[src/logic/emr_one_pkg.sv]
// Package of constants for the first extended mode register block
package emr_one_pkg;
  // Command decode: chip select, row, column and write strobes, all active low
  localparam logic [1:0] BANK_SEL_EMR1 = 2'h1; // bank select 0 high, bank select 1 low
  localparam int ADDR_W = 14;
  // Field positions inside the register word
  localparam int DLL_OFF_BIT = 0;
  localparam int DRIVE_HALF_BIT = 1;
  localparam int ODT_LO_BIT = 2;
  localparam int LAT_LSB = 3;
  localparam int ODT_HI_BIT = 6;
  localparam int CAL_LSB = 7;
  localparam int STROBE_COMP_OFF_BIT = 10;
  localparam int READ_STROBE_BIT = 11;
  localparam int OUT_OFF_BIT = 12;
  // Reset value of the held word (the device itself defines none)
  localparam logic [13:0] WORD_RESET = 14'h0000;
  // Calibration program codes
  localparam logic [2:0] CAL_EXIT = 3'h0;
  localparam logic [2:0] CAL_DEFAULT = 3'h7;
  // Largest legal additive latency code
  localparam logic [2:0] LAT_MAX = 3'h5;
  // Termination selections
  localparam logic [1:0] ODT_OFF = 2'h0;
  localparam logic [1:0] ODT_75 = 2'h1;
  localparam logic [1:0] ODT_150 = 2'h2;
  localparam logic [1:0] ODT_50 = 2'h3;
  // Lock wait after the delay loop is re-enabled, in clocks
  localparam int LOCK_CYCLES = 200;
endpackage

[src/logic/emr_one_decode.sv]
// Field decoder for the held extended mode word
`timescale 1ns/100ps
module emr_one_decode
(
  input wire logic [13:0] word,
  output logic dll_on,
  output logic drive_reduced,
  output logic [1:0] odt_sel,
  output logic [2:0] lat_code,
  output logic lat_valid,
  output logic [2:0] cal_code,
  output logic cal_valid,
  output logic comp_strobe_off,
  output logic read_strobe_on,
  output logic out_off
);
  // Split the word into its functions
  always_comb
  begin
    dll_on = ~word[emr_one_pkg::DLL_OFF_BIT];
    drive_reduced = word[emr_one_pkg::DRIVE_HALF_BIT];
    odt_sel = {word[emr_one_pkg::ODT_HI_BIT], word[emr_one_pkg::ODT_LO_BIT]};
    lat_code = word[emr_one_pkg::LAT_LSB +: 3];
    lat_valid = (lat_code <= emr_one_pkg::LAT_MAX);
    cal_code = word[emr_one_pkg::CAL_LSB +: 3];
    cal_valid = (cal_code == emr_one_pkg::CAL_EXIT) || (cal_code == emr_one_pkg::CAL_DEFAULT);
    comp_strobe_off = word[emr_one_pkg::STROBE_COMP_OFF_BIT];
    read_strobe_on = word[emr_one_pkg::READ_STROBE_BIT];
    out_off = word[emr_one_pkg::OUT_OFF_BIT];
  end
endmodule

[src/logic/emr_one_reg.sv]
// First extended mode register with its decoded controls
`timescale 1ns/100ps
// Operation
// - Load address bits on decoded command, bank 01
// - Rewrite allowed only while all precharged
// - Self refresh turns loop off, exit returns it to the A0 setting
// - A11 read strobe, A10 complement off
// - A9..A7 driver calibration program codes
// - A5..A3 additive latency, 0 to 5
module emr_one_reg
(
  input wire logic clk,
  input wire logic arst_n,
  input wire logic cs_n,
  input wire logic ras_n,
  input wire logic cas_n,
  input wire logic we_n,
  input wire logic [1:0] ba,
  input wire logic [13:0] addr,
  input wire logic cke,
  input wire logic all_precharged,
  input wire logic self_refresh,
  output logic [13:0] extended_mode_word_one,
  output logic dll_active,
  output logic dll_locked,
  output logic drive_reduced,
  output logic [1:0] odt_sel,
  output logic [2:0] additive_latency,
  output logic [2:0] driver_calibration_program,
  output logic cal_default_load,
  output logic mask_pin_is_strobe,
  output logic comp_strobe_float,
  output logic read_comp_strobe_float,
  output logic out_buffers_off,
  output logic bad_code
);
  typedef struct packed {
    logic [13:0] word;
    logic dll_active;
    logic [7:0] lock_cnt;
    logic dll_locked;
    logic drive_reduced;
    logic [1:0] odt_sel;
    logic [2:0] lat;
    logic [2:0] cal;
    logic cal_load;
    logic mask_strobe;
    logic comp_float;
    logic rcomp_float;
    logic out_off;
    logic bad;
  } state_t;

  state_t s_q;
  state_t s_d;
  logic wr_hit;
  logic dec_dll_on;
  logic dec_drive;
  logic [1:0] dec_odt;
  logic [2:0] dec_lat;
  logic dec_lat_ok;
  logic [2:0] dec_cal;
  logic dec_cal_ok;
  logic dec_comp_off;
  logic dec_rstrobe;
  logic dec_out_off;

  ////////////////////////////////////////////////////////////////////////////
  // Decode of the held word
  emr_one_decode u_dec
  (
    .word(s_q.word),
    .dll_on(dec_dll_on),
    .drive_reduced(dec_drive),
    .odt_sel(dec_odt),
    .lat_code(dec_lat),
    .lat_valid(dec_lat_ok),
    .cal_code(dec_cal),
    .cal_valid(dec_cal_ok),
    .comp_strobe_off(dec_comp_off),
    .read_strobe_on(dec_rstrobe),
    .out_off(dec_out_off)
  );

  ////////////////////////////////////////////////////////////////////////////
  // Mode set command aimed at this register, only when idle and precharged
  assign wr_hit = !cs_n && !ras_n && !cas_n && !we_n && cke && all_precharged
                  && (ba == emr_one_pkg::BANK_SEL_EMR1);

  // Next state
  always_comb
  begin
    s_d = s_q;
    if (wr_hit)
    begin
      s_d.word = addr;
    end
    // Loop follows the word, but self refresh forces it off
    s_d.dll_active = dec_dll_on && !self_refresh;
    if (!s_q.dll_active)
    begin
      s_d.lock_cnt = 8'h00;
      s_d.dll_locked = 1'b0;
    end
    else if (s_q.lock_cnt != 8'(emr_one_pkg::LOCK_CYCLES - 1))
    begin
      s_d.lock_cnt = s_q.lock_cnt + 8'h01;
    end
    else
    begin
      s_d.dll_locked = 1'b1;
    end
    s_d.drive_reduced = dec_drive;
    s_d.odt_sel = dec_odt;
    s_d.lat = dec_lat_ok ? dec_lat : 3'h0;
    s_d.cal = dec_cal;
    s_d.cal_load = (dec_cal == emr_one_pkg::CAL_DEFAULT);
    s_d.mask_strobe = dec_rstrobe;
    s_d.comp_float = dec_comp_off;
    s_d.rcomp_float = dec_comp_off || !dec_rstrobe;
    s_d.out_off = dec_out_off;
    s_d.bad = !dec_lat_ok || !dec_cal_ok;
  end

  // State register
  always_ff @(posedge clk or negedge arst_n)
  begin
    if (!arst_n)
    begin
      s_q <= '{word: emr_one_pkg::WORD_RESET, default: '0};
    end
    else
    begin
      s_q <= s_d;
    end
  end

  // Outputs straight from the state
  assign extended_mode_word_one = s_q.word;
  assign dll_active = s_q.dll_active;
  assign dll_locked = s_q.dll_locked;
  assign drive_reduced = s_q.drive_reduced;
  assign odt_sel = s_q.odt_sel;
  assign additive_latency = s_q.lat;
  assign driver_calibration_program = s_q.cal;
  assign cal_default_load = s_q.cal_load;
  assign mask_pin_is_strobe = s_q.mask_strobe;
  assign comp_strobe_float = s_q.comp_float;
  assign read_comp_strobe_float = s_q.rcomp_float;
  assign out_buffers_off = s_q.out_off;
  assign bad_code = s_q.bad;

  ////////////////////////////////////////////////////////////////////////////
  // Checks

  // Run length of the active loop, saturating, for the lock checks
  logic [7:0] run_q;

  // Counts consecutive cycles with the loop on
  always_ff @(posedge clk or negedge arst_n)
  begin
    if (!arst_n)
    begin
      run_q <= 8'h00;
    end
    else if (!dll_active)
    begin
      run_q <= 8'h00;
    end
    else if (run_q != 8'hff)
    begin
      run_q <= run_q + 8'h01;
    end
  end

  // Load, refusal and loop properties
  word_load_a: assert property (@(posedge clk) disable iff (!arst_n)
    wr_hit |=> extended_mode_word_one == $past(addr)) else $error("word not loaded");
  busy_block_a: assert property (@(posedge clk) disable iff (!arst_n)
    !all_precharged |=> $stable(extended_mode_word_one)) else $error("write while banks open");
  cke_block_a: assert property (@(posedge clk) disable iff (!arst_n)
    !cke |=> $stable(extended_mode_word_one)) else $error("write while clock disabled");
  self_ref_off_a: assert property (@(posedge clk) disable iff (!arst_n)
    self_refresh |=> !dll_active) else $error("loop on in self refresh");
  loop_follow_a: assert property (@(posedge clk) disable iff (!arst_n)
    !self_refresh && !extended_mode_word_one[0] |=> dll_active) else $error("loop not on");
  lock_wait_a: assert property (@(posedge clk) disable iff (!arst_n)
    $rose(dll_active) |-> !dll_locked [*8]) else $error("locked too early");
  lock_done_a: assert property (@(posedge clk) disable iff (!arst_n)
    run_q >= 8'(emr_one_pkg::LOCK_CYCLES) |-> dll_locked) else $error("lock late");
  lock_early_a: assert property (@(posedge clk) disable iff (!arst_n)
    dll_locked |-> run_q >= 8'(emr_one_pkg::LOCK_CYCLES)) else $error("locked before wait");

  // Field decode properties
  odt_map_a: assert property (@(posedge clk) disable iff (!arst_n)
    ##1 odt_sel == $past({extended_mode_word_one[6], extended_mode_word_one[2]}))
    else $error("termination wrong");
  drive_map_a: assert property (@(posedge clk) disable iff (!arst_n)
    ##1 drive_reduced == $past(extended_mode_word_one[1])) else $error("drive strength wrong");
  lat_map_a: assert property (@(posedge clk) disable iff (!arst_n)
    $past(extended_mode_word_one[5:3]) <= 3'h5 |-> additive_latency == $past(extended_mode_word_one[5:3]))
    else $error("latency wrong");
  lat_bad_a: assert property (@(posedge clk) disable iff (!arst_n)
    $past(extended_mode_word_one[5:3]) > 3'h5 |-> bad_code && additive_latency == 3'h0)
    else $error("reserved latency not flagged");
  strobe_map_a: assert property (@(posedge clk) disable iff (!arst_n)
    $past(extended_mode_word_one[10]) |-> comp_strobe_float && read_comp_strobe_float)
    else $error("complement not floated");
  mask_map_a: assert property (@(posedge clk) disable iff (!arst_n)
    ##1 mask_pin_is_strobe == $past(extended_mode_word_one[11])) else $error("mask pin mode wrong");
  out_off_a: assert property (@(posedge clk) disable iff (!arst_n)
    ##1 out_buffers_off == $past(extended_mode_word_one[12])) else $error("output off wrong");
  cal_code_a: assert property (@(posedge clk) disable iff (!arst_n)
    $past(extended_mode_word_one[9:7]) == 3'h1 |-> bad_code) else $error("reserved not flagged");
  cal_load_a: assert property (@(posedge clk) disable iff (!arst_n)
    ##1 cal_default_load == ($past(extended_mode_word_one[9:7]) == 3'h7)) else $error("default load wrong");

  // Main scenarios
  write_c: cover property (@(posedge clk) disable iff (!arst_n) wr_hit);
  refused_c: cover property (@(posedge clk) disable iff (!arst_n)
    !cs_n && !ras_n && !cas_n && !we_n && !all_precharged);
  lock_c: cover property (@(posedge clk) disable iff (!arst_n) $rose(dll_locked));
  selfref_c: cover property (@(posedge clk) disable iff (!arst_n) dll_locked ##1 self_refresh);
endmodule

[config.mk]
export PLATFORM = sky130hd
export DESIGN_NAME = emr_one_reg
export DESIGN_NICKNAME = d
export VERILOG_FILES = /design/src/logic/emr_one_pkg.sv /design/src/logic/emr_one_decode.sv /design/src/logic/emr_one_reg.sv
export SDC_FILE = /design/constraint.sdc
export NUM_CORES = 1
export LEC_CHECK = 0
export ABC_CLOCK_PERIOD_IN_PS = 1500
export BUFFER_PORTS_ARGS = -buffer_cell sky130_fd_sc_hd__buf_2
export CORE_UTILIZATION = 50
export CTS_BUF_LIST = sky130_fd_sc_hd__clkbuf_16
export DETAILED_ROUTE_END_ITERATION = 16
export GPL_ROUTABILITY_DRIVEN = 1
export PLACE_DENSITY = 0.79
export SYNTH_ARGS = -nofsm -noshare
export SYNTH_HDL_FRONTEND = slang
export SYNTH_HIERARCHICAL = 1
export SYNTH_SLANG_ARGS = --single-unit
[constraint.sdc]
create_clock -name clk -period 1.5 [get_ports clk]
set_clock_uncertainty 0.1 [all_clocks]
set_input_delay 0.225 -clock clk [delete_from_list [all_inputs] [get_ports clk]]
set_output_delay 0.225 -clock clk [all_outputs]
set_load 0.1 [all_outputs]
# Word level (Yosys, flattened, before mapping)
# Index checks and enable logic that the tools add are counted.
totals:
  out_inout_bits: 31
  elab_cells: 45
  regBits: 39
  inputBits: 25
op_classes:
  n_mux: 4
  eq_ne: 5
  bitwise_logic: 1
  n_lt_le_gt_ge: 1
  n_addsub: 1
  n_reduce_logical: 19
ops:
  columns: ["cell", "count"]
  rows:
  - ["two-way mux 9 bit", 1]
  - ["adder 8 x 1 -> 8 bit (second input constant)", 1]
  - ["zero test 1 bit", 8]
  - ["two-way mux 8 bit", 1]
  - ["!= test 8 bit (second input constant)", 1]
  - ["logical AND 1 bit", 7]
  - ["== test 3 bit (second input constant)", 1]
  - ["<= comparator 3 bit (second input constant)", 1]
  - ["zero test 3 bit", 1]
  - ["logical OR 1 bit", 3]
  - ["two-way mux 3 bit", 1]
  - ["== test 2 x 1 -> 1 bit (second input constant)", 1]
  - ["!= test 2 x 1 -> 1 bit (second input constant)", 1]
  - ["!= test 2 bit (second input constant)", 1]
  - ["two-way mux 1 bit", 1]
  - ["NOT 1 bit", 1]

# Depth between registers and ports, before layout
# Gate-level depths: netlist of the first run.
depth:
  word_depth: 7
  mapped_depth: 4
  ltp_nobuf: 4

# Hierarchy
# Netlist of the first run, hierarchy kept.
modules_own_cells:
  columns: ["module", "instances", "seq_area_each_um2", "cells_each", "area_each_um2"]
  rows:
  - ["emr_one_reg", 1, 975.9, 119, 1646.6]
  - ["emr_one_decode", 1, 0.0, 17, 112.6]

# Worst setup path before layout of the first run
# Ideal clock, no wire load.
synth_timing:
  kind: "flip-flop to flip-flop"
  from: "reg s_q (netlist bit dll_active)"
  to: "reg s_q[18] (netlist name)"
  path_stages_with_launch: 4
  t_arrival_ns: 1.552
  required_ns: 1.335
  setup_time_ns: 0.065
  slack_ns: -0.216
  synth_period_minus_slack_ns: 1.716
  n_path_buf: 1
  path_cell_list: "dfrtp_1 -> clkbuf_1 -> o21ai_0 -> o21ba_2"
synth_via:
  elab_chain_cells: 1
  elab_cells_between_ends: 2
  classes_between: "1 x eq/ne; 1 x mux"
synth_rtl:
  columns: ["element", "line", "text"]
  rows:
  - ["start: declaration", "emr_one_reg.sv:54", "state_t s_q;"]
  - ["start signal: assignment", "emr_one_reg.sv:130", "s_q <= '{word: emr_one_pkg::WORD_RESET, default: '0};"]
  - ["start signal: assignment", "emr_one_reg.sv:134", "s_q <= s_d;"]
  - ["!= test 2 x 1 -> 1 bit (no source line) / two-way mux 9 bit (equally long branches)", null, null]
# Several ways; a longest one is shown, not always the timed one.
# A chain may end at the register's enable or synchronous reset.

# Worst setup path after layout of the first run
layout_timing:
  from: "reg s_q (netlist bit extended_mode_word_one[7])"
  to: "out extended_mode_word_one[7]"
layout_rtl:
  columns: ["element", "line", "text"]
  rows:
  - ["end: declaration", "emr_one_reg.sv:23", "output logic [13:0] extended_mode_word_one,"]
# No word-level cell between the ends.

==> results of run 1 <==
-- logic make-up after synthesis --
logic type | Yosys count | share of synthesized area [%]
DFF | 39 | 55.5
buffers and inverters | 38 | 16.3
and+or+nand+nor | 32 | 11.0
muxes | 17 | 12.8
AOI/OAI and AO/OA | 7 | 2.70
xor gates and xnor gates | 2 | 0.996
adders and majority gates | 1 | 0.711
-- power groups by stage --
| stage | clock [mW] | combinational (mW) | sequential [mW] |
|---|---|---|---|
| 6_report | 1.32 | 0.731 | 1.18 |
| 5_1_grt | 1.40 | 0.761 | 1.19 |
| 4_1_cts | 1.34 | 0.726 | 1.18 |
| 3_5_place_dp | 0 | 0.722 | 1.20 |
| 3_3_place_gp | 0 | 0.713 | 1.19 |
| 2_1_floorplan | 0 | 0.554 | 1.32 |
-- timing repair --
action	4_1_cts	5_1_grt
hold buffers	2	0
hold endpoints to repair	17	0
setup buffers	0	2
gates resized for setup	0	5
endpoints found under the setup margin	0	5
-- area by class of cell --
| cell class | count | area (um2) |
|---|---|---|
| fillers | 269 | 1240 |
| multi-input cells | 59 | 509 |
| flip-flops and latches | 39 | 977 |
| well taps | 46 | 57.6 |
| repair buffers | 62 | 378 |
| clock inverters | 3 | 63.8 |
| inverters | 2 | 7.51 |
| clock buffers | 5 | 125 |
-- registers in the layout (all words and copies together) (netlist names), 2 cells and up --
name and count:
additive_latency 3, s_q 8, extended_mode_word_one 14, driver_calibration_program 3, odt_sel 2
-- synthesized netlist by cell type --
cell and n:
sky130_fd_sc_hd__ha_1 1, sky130_fd_sc_hd__nor3_1 1, sky130_fd_sc_hd__inv_1 2, sky130_fd_sc_hd__mux2_4 10, sky130_fd_sc_hd__nand2b_1 3, sky130_fd_sc_hd__o21ai_0 3
sky130_fd_sc_hd__xnor2_1 1, sky130_fd_sc_hd__nand2_1 9, sky130_fd_sc_hd__o21a_1 1, sky130_fd_sc_hd__or4_4 1, sky130_fd_sc_hd__a21boi_0 2, sky130_fd_sc_hd__nor2_4 1
sky130_fd_sc_hd__nand4b_1 2, sky130_fd_sc_hd__and3_1 1, sky130_fd_sc_hd__xor2_1 1, sky130_fd_sc_hd__and2_1 4, sky130_fd_sc_hd__dfrtp_1 39, sky130_fd_sc_hd__buf_4 34
sky130_fd_sc_hd__mux2i_1 3, sky130_fd_sc_hd__o21ba_2 1, sky130_fd_sc_hd__buf_12 1, sky130_fd_sc_hd__or3_1 3, sky130_fd_sc_hd__nor3b_1 1, sky130_fd_sc_hd__nor4_2 1
sky130_fd_sc_hd__clkbuf_1 1, sky130_fd_sc_hd__nor2b_1 1, sky130_fd_sc_hd__mux2_2 4, sky130_fd_sc_hd__nand3_1 4
-- metal layers --
metal | track usage [%] | vias up | share of wire (%)
met3 | 6.30 | 3 | 5.7
met4 | 5.19 | 0 | 0.85
met2 | 25.5 | 34 | 52
met1 | 21.2 | 480 | 41
li1 | - | 483 | -
met5 | 0 | - | 0
-- through the flow --
step                      total power [mW]  worst slack (ns)
final                                 3.23            0.0221
after global placement                1.91            -0.181
after global routing                  3.35           -0.0244
after detailed placement              1.92            -0.206
after floorplan                       1.87           -0.0940
after CTS                             3.25           0.00558
-- worst max-delay path by stage --
stage                                              to  depth (start not counted)
6_report                    extended_mode_word_one[7]                          1
5_1_grt                           s_q[16]$_DFFE_PN0P_                          5
4_1_cts                     extended_mode_word_one[9]                          1
3_5_place_dp   extended_mode_word_one[11]$_DFFE_PN0P_                          5
3_3_place_gp   extended_mode_word_one[10]$_DFFE_PN0P_                          5
2_1_floorplan   extended_mode_word_one[0]$_DFFE_PN0P_                          4
-- placed cells by master, fill, tap and decap left out, types with 2 or more instances in the layout --
master	synthesis	final
sky130_fd_sc_hd__buf_2	0	52
sky130_fd_sc_hd__dfrtp_1	39	38
sky130_fd_sc_hd__mux2_4	10	10
sky130_fd_sc_hd__nand2_1	9	9
sky130_fd_sc_hd__clkbuf_16	0	5
sky130_fd_sc_hd__and2_1	4	4
sky130_fd_sc_hd__nand3_1	4	4
sky130_fd_sc_hd__mux2_2	4	4
sky130_fd_sc_hd__nand2b_1	3	3
sky130_fd_sc_hd__o21ai_0	3	3
sky130_fd_sc_hd__or3_1	3	3
sky130_fd_sc_hd__inv_1	2	3
sky130_fd_sc_hd__mux2i_1	3	3
sky130_fd_sc_hd__buf_12	1	3
sky130_fd_sc_hd__buf_4	34	3
sky130_fd_sc_hd__nand4b_1	2	2
sky130_fd_sc_hd__bufinv_16	0	2
sky130_fd_sc_hd__dlygate4sd3_1	0	2
sky130_fd_sc_hd__clkbuf_4	0	2
==> flow_summary.ini, run 1 <==
[synth]
synth.cell_area_um2 = 1760
yosys.area.top_type = sky130_fd_sc_hd__dfrtp_1
synth-seq-area-share_pct = 55.5
synthesis.area_per_instance_um2 = 12.9
synth.net_count = 162
synth_top_cell_area_share_pct = 55.5
synthesis.yosys.warnings = 6
leading_post_synthesis_cells_by_cell_area = sky130_fd_sc_hd__dfrtp_1, sky130_fd_sc_hd__buf_4, sky130_fd_sc_hd__mux2_4
synth.distinct_cells = 28
synthesized_flop_and_latch_total = 39
synthCells = 136

[status]
status = completed

[drt]
antenna_violating_nets_post_route = 0
drt_first_iter_violations = 4
wl_per_cell_um = 12.5
vias = 1000
first_pass_iteration_count_of_the_detailed_router = 6
via_per_inst = 4.63
remaining_drc_errors = 0
drt-total-wl_um = 2710

[placed_design]
gp_congestion = 0.696
placedCellCount = 204
numPortBuffers = 55
placement.cell_area_um2 = 1880

[final_layout]
drive_gt1_share_pct = 51.2
finalNetCount = 195
number_of_inserted_diodes = 0
layout.cell_area.non_filler_um2 = 2120
fin_cells = 216
syn_to_final_growth_pct = 20.4
post-route-util_pct = 63.0

[floorplan]
num_rows = 21
design.core.area_um2 = 3360
fp.dieArea_um2 = 3760
vert_die_dim_um = 61.3
top_level_ports = 56
initial_core_util_pct = 52.3
fp.dieW_um = 61.3

[pwr]
pwr_per_cell_area_nw_per_um2 = 1530
switching_power_mw = 1.02
clock_power_share_pct = 40.8
share_comb_of_total_power_pct = 22.6
p_sw_share_pct = 31.4
irDropWorstVdd_mv = 1.14
static-leakage-power_nw = 1.09
seq_power_share_pct = 36.6
internal_power_mw = 2.22

[sta]
max_freq_mhz = 677
slew_viol_final = 0
holdWs_ns = 0.0769
final_number_of_setup_violating_endpoints = 0
worst_slew_pin_slew_ns = 0.490
maxSlewHeadroom_pct = 67.5
finalSetupTns_ns = 0
finalCritPeriodShare_pct = 98.5
final_hold_vios = 0
fin_crit_ns = 1.48

[clocking]
ctsHtreeMaxLevel = 2
cts_root_buffer = sky130_fd_sc_hd__clkbuf_16
clk_latency_ns = 0.27
numCtsBuffers = 5
clockBufferDepth = 2
clkSinkCount = 39
tritoncts = built
clock_pin_slew_of_the_registers_on_the_worst_case_setup_and_hold_paths_ns = 0.05

[grt]
grt_overflow = 0
antenna_violations_before_repair = 0
grt_util_all_layers_pct = 16.4
grt_pass1_vias = 946
global_route_wire_length_before_repair_um = 4320
grt_start_max_net_pins = 24

[worst_setup_path]
path_max_fanout = 6
worstReg2RegEnd = s_q[16]$_DFFE_PN0P_
worst_setup_path_start_kind = flop
cp_cell_instances = buf_2
crit_arrival_ns = 1.15
timing.critical_path.max_delay_family = buffers and inverters
worst_setup_path_startpoint = extended_mode_word_one[7]$_DFFE_PN0P_
r2r-start = s_q[17]$_DFFE_PN0P_
critPathCaptureType = primary output
reg2reg_slack_ns = 0.05
slowest_stage = sky130_fd_sc_hd__buf_2
worstRegToRegCells = 5
critical-path-max-stage-delay_ns = 0.46
cp.required_ns = 1.17
critical_path_buf_inv_count = 1
kind_of_critical_path = flop to primary output

[worst_hold_path]
hold_path.startpoint = addr[4]
hp-class = input port to flop
worst_hold_path.num_cells = 2
hold-path-endpoint = extended_mode_word_one[4]$_DFFE_PN0P_

[flow_run]
drv.max_cap_violation_count = 0
No activity file was read; power rests on OpenSTA's default activity.
==> run 2, diff against run 1 <==
--- a/config.mk
+++ b/config.mk
@@ -5,13 +5,14 @@
 export SDC_FILE = /design/constraint.sdc
 export NUM_CORES = 1
 export LEC_CHECK = 0
+export ABC_AREA = 1
 export ABC_CLOCK_PERIOD_IN_PS = 1500
 export BUFFER_PORTS_ARGS = -buffer_cell sky130_fd_sc_hd__buf_2
 export CORE_UTILIZATION = 50
 export CTS_BUF_LIST = sky130_fd_sc_hd__clkbuf_16
 export DETAILED_ROUTE_END_ITERATION = 16
 export GPL_ROUTABILITY_DRIVEN = 1
-export PLACE_DENSITY = 0.79
+export PLACE_DENSITY = 0.78
 export SYNTH_ARGS = -nofsm -noshare
 export SYNTH_HDL_FRONTEND = slang
 export SYNTH_HIERARCHICAL = 1
==> flow_summary.ini, run 2 <==
[sta]
worst_slew_pin_slew_ns = 0.495
final_hold_vios = 0
slew_viol_final = 0
finalSetupTns_ns = 0
finalCritPeriodShare_pct = 95.6
final.setup.worst_slack_ns = 0.0662
fin_crit_ns = 1.43
final_number_of_setup_violating_endpoints = 0
holdWs_ns = 0.0737
rsz0062_at_grt = false
max_freq_mhz = 697
maxSlewHeadroom_pct = 67.2

[synth]
synth.distinct_cells = 20
yosys.area.top_type = sky130_fd_sc_hd__dfrtp_1
leading_post_synthesis_cells_by_cell_area = sky130_fd_sc_hd__dfrtp_1, sky130_fd_sc_hd__buf_4, sky130_fd_sc_hd__nand2_1
post_synth_arst_share_pct = 100
edff_count_synth = 0
synth_top_cell_area_share_pct = 54.5
synth-seq-area-share_pct = 54.5
synth_top_cells_by_count = sky130_fd_sc_hd__nand2_1, sky130_fd_sc_hd__dfrtp_1, sky130_fd_sc_hd__buf_4
synthesized_flop_and_latch_total = 39
synthesis.yosys.warnings = 6
yosys.cell_count.top_type = sky130_fd_sc_hd__nand2_1
dominantRegCellSynth = sky130_fd_sc_hd__dfrtp_1
synth.cell_area_um2 = 1790
synthCells = 194
synth.net_count = 220
synthesis.area_per_instance_um2 = 9.23

[drt]
drt_first_iter_violations = 72
antenna_violating_nets_post_route = 0
drt-total-wl_um = 2850
vias = 1229
via_per_inst = 4.55
wl_per_cell_um = 10.6
remaining_drc_errors = 0
first_pass_iteration_count_of_the_detailed_router = 4

[final_layout]
number_of_inserted_diodes = 0
syn_to_final_growth_pct = 18.7
highest_count_cells_in_the_layout_ignoring_fill_and_taps = sky130_fd_sc_hd__nand2_1, sky130_fd_sc_hd__buf_2, sky130_fd_sc_hd__dfrtp_1
finalNetCount = 249
filler_cell_count = 289
largest_register_ffs = 14
drive_gt1_share_pct = 32.1

[worst_setup_path]
kind_of_critical_path = flop to primary output
timing.critical_path.max_delay_family = buffers and inverters
cp.required_ns = 1.17
cp_cell_instances = buf_2
critPathCaptureType = primary output
crit_arrival_ns = 1.11
critical-path-max-stage-delay_ns = 0.45
worst_setup_path_startpoint = extended_mode_word_one[4]$_DFFE_PN0P_
r2r-start = s_q[16]$_DFFE_PN0P_
critical_path_buf_inv_count = 1
worst_setup_path_start_kind = flop
path_max_fanout = 4
slowest_stage = sky130_fd_sc_hd__buf_2

[clocking]
clk_latency_ns = 0.28
numCtsBuffers = 5
ctsHtreeMaxLevel = 2
cts_root_buffer = sky130_fd_sc_hd__clkbuf_16
clockBufferDepth = 2
cts_setup_buffers = 0
clock_pin_slew_of_the_registers_on_the_worst_case_setup_and_hold_paths_ns = 0.05
tritoncts = built
clkSinkCount = 39

[flow_run]
drv.max_cap_violation_count = 0

[placed_design]
dp_worst_setup_slack_ns = 0.141
detailed_place_hpwl_um = 2140
gp_congestion = 0.871
numPortBuffers = 55

[floorplan]
design.core.area_um2 = 3390
fp.dieW_um = 61.8
initial_core_util_pct = 52.8
vert_die_dim_um = 61.8
fp.dieArea_um2 = 3820
num_rows = 21
top_level_ports = 56

[status]
status = completed

[pwr]
pwr_per_cell_area_nw_per_um2 = 1450
static-leakage-power_nw = 1.23
irDropWorstVdd_mv = 0.879

[grt]
antenna_violations_before_repair = 0
grt_overflow = 0
grt_start_max_net_pins = 26
grt_util_all_layers_pct = 16.5
global_route_wire_length_before_repair_um = 4320
grt_pass1_vias = 1030

[worst_hold_path]
hp-class = input port to flop
hold_path.startpoint = addr[12]
## run 2: power breakdown
part           switching [mW]  total, mW  internal, mW
sequential             0.0563       1.18          1.13
combinational           0.599      0.732         0.133
clock                   0.391       1.17         0.782
## run 2: cell families (layout without fill, tap and decap cells)
group,after synthesis,count (layout),share of synthesized area (%)
xor gates and xnor gates,1,1,0.489
adders and majority gates,1,1,0.699
and+or+nand+nor,92,92,23.0
buffers and inverters,54,84,19.4
DFF,39,39,54.5
AOI/OAI and AO/OA,7,7,1.96
## run 2: final timing paths
check	cells past startpoint	slack [ns]	to
worst max register to register	6	0.17	s_q[16]$_DFFE_PN0P_
min in group asynchronous	2	0.29	s_q[21]$_DFFE_PN0P_
max in group asynchronous	3	0.57	extended_mode_word_one[9]$_DFFE_PN0P_
worst max-delay path	1	0.07	extended_mode_word_one[4]
worst min register to register	0	0.30	out_buffers_off$_DFF_PN0_
worst min-delay path	3	0.07	extended_mode_word_one[12]$_DFFE_PN0P_
## run 2: metrics by stage
step,area [um2],utilization [%],std cells,power [mW]
after detailed placement,1930,57.0,260,1.93
after global placement,1930,57.0,260,1.93
after floorplan,1790,-,194,1.86
final,2120,62.7,270,3.09
after CTS,2120,62.6,270,3.13
after global routing,2120,62.7,270,3.21
## run 2: area by class of cell
cell class | instances | area [um2] | share of cell area, %
Sequential cell | 39 | 977 | 46.0
Tap cell | 46 | 57.6 | 2.71
Inverter | 16 | 60.1 | 2.83
Multi-Input combinational cell | 101 | 470 | 22.1
Timing Repair Buffer | 60 | 390 | 18.4
Clock inverter | 3 | 43.8 | 2.06
Clock buffer | 5 | 125 | 5.89
## run 2: routing by layer
layer	GRT usage, %	vias up	wire length (um)
li1	-	628	-
met1	19.3	556	1230
met2	25.0	43	1400
met3	7.66	2	183
met4	9.52	0	33
met5	0	-	0
## run 2: timing repair
action                                 in CTS  in global routing
endpoints found under the hold margin      15                  0
hold buffers                                2                  0
setup endpoints to repair                   0                  4
gates resized for setup                     0                  1
==> run 3, diff against run 2 <==
--- a/config.mk
+++ b/config.mk
@@ -7,7 +7,7 @@
 export LEC_CHECK = 0
 export ABC_AREA = 1
 export ABC_CLOCK_PERIOD_IN_PS = 1500
-export BUFFER_PORTS_ARGS = -buffer_cell sky130_fd_sc_hd__buf_2
+export BUFFER_PORTS_ARGS = -buffer_cell sky130_fd_sc_hd__buf_4
 export CORE_UTILIZATION = 50
 export CTS_BUF_LIST = sky130_fd_sc_hd__clkbuf_16
 export DETAILED_ROUTE_END_ITERATION = 16
==> constraint.sdc (replaced) <==
create_clock -name clk -period 1.5 [get_ports clk]
set_clock_uncertainty 0.1 [all_clocks]
set_input_delay 0.225 -clock clk [delete_from_list [all_inputs] [get_ports clk]]
set_output_delay 0.225 -clock clk [all_outputs]
set_load 0.05 [all_outputs]
==> flow_summary.ini, run 3 (synthesis results as in run 2) <==
[status]
status = completed

[pwr]
switching_power_mw = 0.792
clock_power_share_pct = 41.2
seq_power_share_pct = 41.2
irDropWorstVdd_mv = 0.686
share_comb_of_total_power_pct = 17.6
p_sw_share_pct = 27.7
internal_power_mw = 2.07
static-leakage-power_nw = 1.24
pwr_per_cell_area_nw_per_um2 = 1300

[worst_setup_path]
worstRegToRegCells = 6
r2r-start = s_q[16]$_DFFE_PN0P_
slowest_stage = sky130_fd_sc_hd__dfrtp_1
reg2reg_slack_ns = 0.12
timing.critical_path.max_delay_family = flip-flops
worst_setup_path_start_kind = flop
critical-path-max-stage-delay_ns = 0.52
path_max_fanout = 11
critPathCaptureType = primary output
crit_arrival_ns = 1.07
worstReg2RegEnd = s_q[16]$_DFFE_PN0P_
cp_cell_instances = buf_4
cp.required_ns = 1.17
kind_of_critical_path = flop to primary output
critical_path_buf_inv_count = 1

[sta]
maxSlewHeadroom_pct = 68.4
worst_slew_pin_slew_ns = 0.474
finalSetupTns_ns = 0
finalCritPeriodShare_pct = 92.9
final.setup.worst_slack_ns = 0.107
final_number_of_setup_violating_endpoints = 0
max_freq_mhz = 718
rsz0062_at_grt = false
final_hold_vios = 0
fin_crit_ns = 1.39
slew_viol_final = 0

[placed_design]
gp_congestion = 0.762
dp_worst_setup_slack_ns = 0.115
detailed_place_hpwl_um = 2100
numPortBuffers = 55
placedCellCount = 261

[final_layout]
syn_to_final_growth_pct = 22.6
layout_commonest_cell = sky130_fd_sc_hd__buf_4
number_of_inserted_diodes = 0
fin_cells = 271
finalNetCount = 250
highest_count_cells_in_the_layout_ignoring_fill_and_taps = sky130_fd_sc_hd__buf_4, sky130_fd_sc_hd__nand2_1, sky130_fd_sc_hd__dfrtp_1
drive_gt1_share_pct = 32.0
largest_register_ffs = 14
filler_cell_count = 275

[grt]
grt_util_all_layers_pct = 17.6
grt_pass1_vias = 1059
antenna_violations_before_repair = 0
grt_start_max_net_pins = 40
global_route_wire_length_before_repair_um = 4640
grt_overflow = 0

[floorplan]
fp.dieW_um = 61.8
design.core.area_um2 = 3390
num_rows = 21
initial_core_util_pct = 52.8
top_level_ports = 56
fp.dieArea_um2 = 3820
vert_die_dim_um = 61.8

[clocking]
numCtsBuffers = 5
clock_pin_slew_of_the_registers_on_the_worst_case_setup_and_hold_paths_ns = 0.06
cts_root_buffer = sky130_fd_sc_hd__clkbuf_16
tritoncts = built
clkSinkCount = 39
ctsHtreeMaxLevel = 2
cts_setup_buffers = 0
clockBufferDepth = 2
clk_latency_ns = 0.28

[worst_hold_path]
worst_hold_path.num_cells = 3
hold_path.startpoint = addr[13]
hp-class = input port to flop
hold-path-endpoint = extended_mode_word_one[13]$_DFFE_PN0P_

[drt]
drt_first_iter_violations = 59
antenna_violating_nets_post_route = 0
first_pass_iteration_count_of_the_detailed_router = 4
drt-total-wl_um = 2930
remaining_drc_errors = 0
wl_per_cell_um = 10.8
vias = 1275
via_per_inst = 4.70

[flow_run]
drv.max_cap_violation_count = 0
==> run 3: cell types whose count changed in the layout (fill, tap and decap cells not counted) <==
| cell | change |
|---|---|
| sky130_fd_sc_hd__buf_4 | +57 |
| sky130_fd_sc_hd__dfrtp_1 | +1 |
| sky130_fd_sc_hd__buf_2 | -51 |
| sky130_fd_sc_hd__buf_12 | -5 |
| sky130_fd_sc_hd__dfrtp_2 | -1 |
==> run 3: timing repair <==
action	4_1_cts	5_1_grt
endpoints found under the hold margin	40	0
gates resized for setup	0	1
hold buffers	2	0
setup endpoints to repair	0	1
==> run 3: cell type report <==
cell class	instances	area, um2	area share [%]
Clock buffer	5	125	5.70
Clock inverter	3	43.8	1.99
Inverter	16	60.1	2.74
Multi-Input combinational cell	101	470	21.4
Sequential cell	39	976	44.4
Tap cell	46	57.6	2.62
Timing Repair Buffer	61	463	21.1
==> run 3: per-layer routing <==
layer | vias up | global-route usage (%) | wire [um]
met5 | - | 0 | 0
met4 | 0 | 10.5 | 81
met3 | 6 | 5.80 | 134
met2 | 35 | 28.1 | 1520
met1 | 601 | 20.6 | 1190
li1 | 633 | - | -
==> run 3: worst max path at each step <==
stage	startpoint	to	slack (ns)	cells after the start
after floorplan	dll_active$_DFF_PN0_	s_q[18]$_DFFE_PN0P_	0.19	3
after global placement	s_q[16]$_DFFE_PN0P_	s_q[17]$_DFFE_PN0P_	0.20	6
after detailed placement	s_q[17]$_DFFE_PN0P_	s_q[16]$_DFFE_PN0P_	0.12	6
after CTS	dll_active$_DFF_PN0_	dll_active	0.09	1
after global routing	s_q[16]$_DFFE_PN0P_	s_q[16]$_DFFE_PN0P_	0.01	6
final	dll_active$_DFF_PN0_	dll_active	0.11	1
==> run 3: power by group through the flow <==
stage | combinational [mW] | sequential (mW) | clock (mW)
3_5_place_dp | 0.503 | 1.20 | 0
4_1_cts | 0.509 | 1.18 | 1.21
6_report | 0.504 | 1.18 | 1.18
2_1_floorplan | 0.357 | 1.25 | 0
5_1_grt | 0.541 | 1.19 | 1.24
3_3_place_gp | 0.498 | 1.19 | 0
==> run 3: tightest hold or removal path, cell delays in order <==
cell                      delay (ns)
sky130_fd_sc_hd__buf_4          0.08
sky130_fd_sc_hd__nand3_1        0.06
sky130_fd_sc_hd__nand2_1        0.06
==> run 3: through the flow <==
step	utilization, %	area (um2)	hold WS (ns)	total power [mW]
final	64.8	2200	0.0712	2.86
after global routing	64.8	2200	0.0762	2.98
after CTS	64.7	2190	0.0674	2.89
after detailed placement	59.1	2000	0.117	1.70
after global placement	59.1	2000	0.120	1.69
after floorplan	-	1790	-0.171	1.60
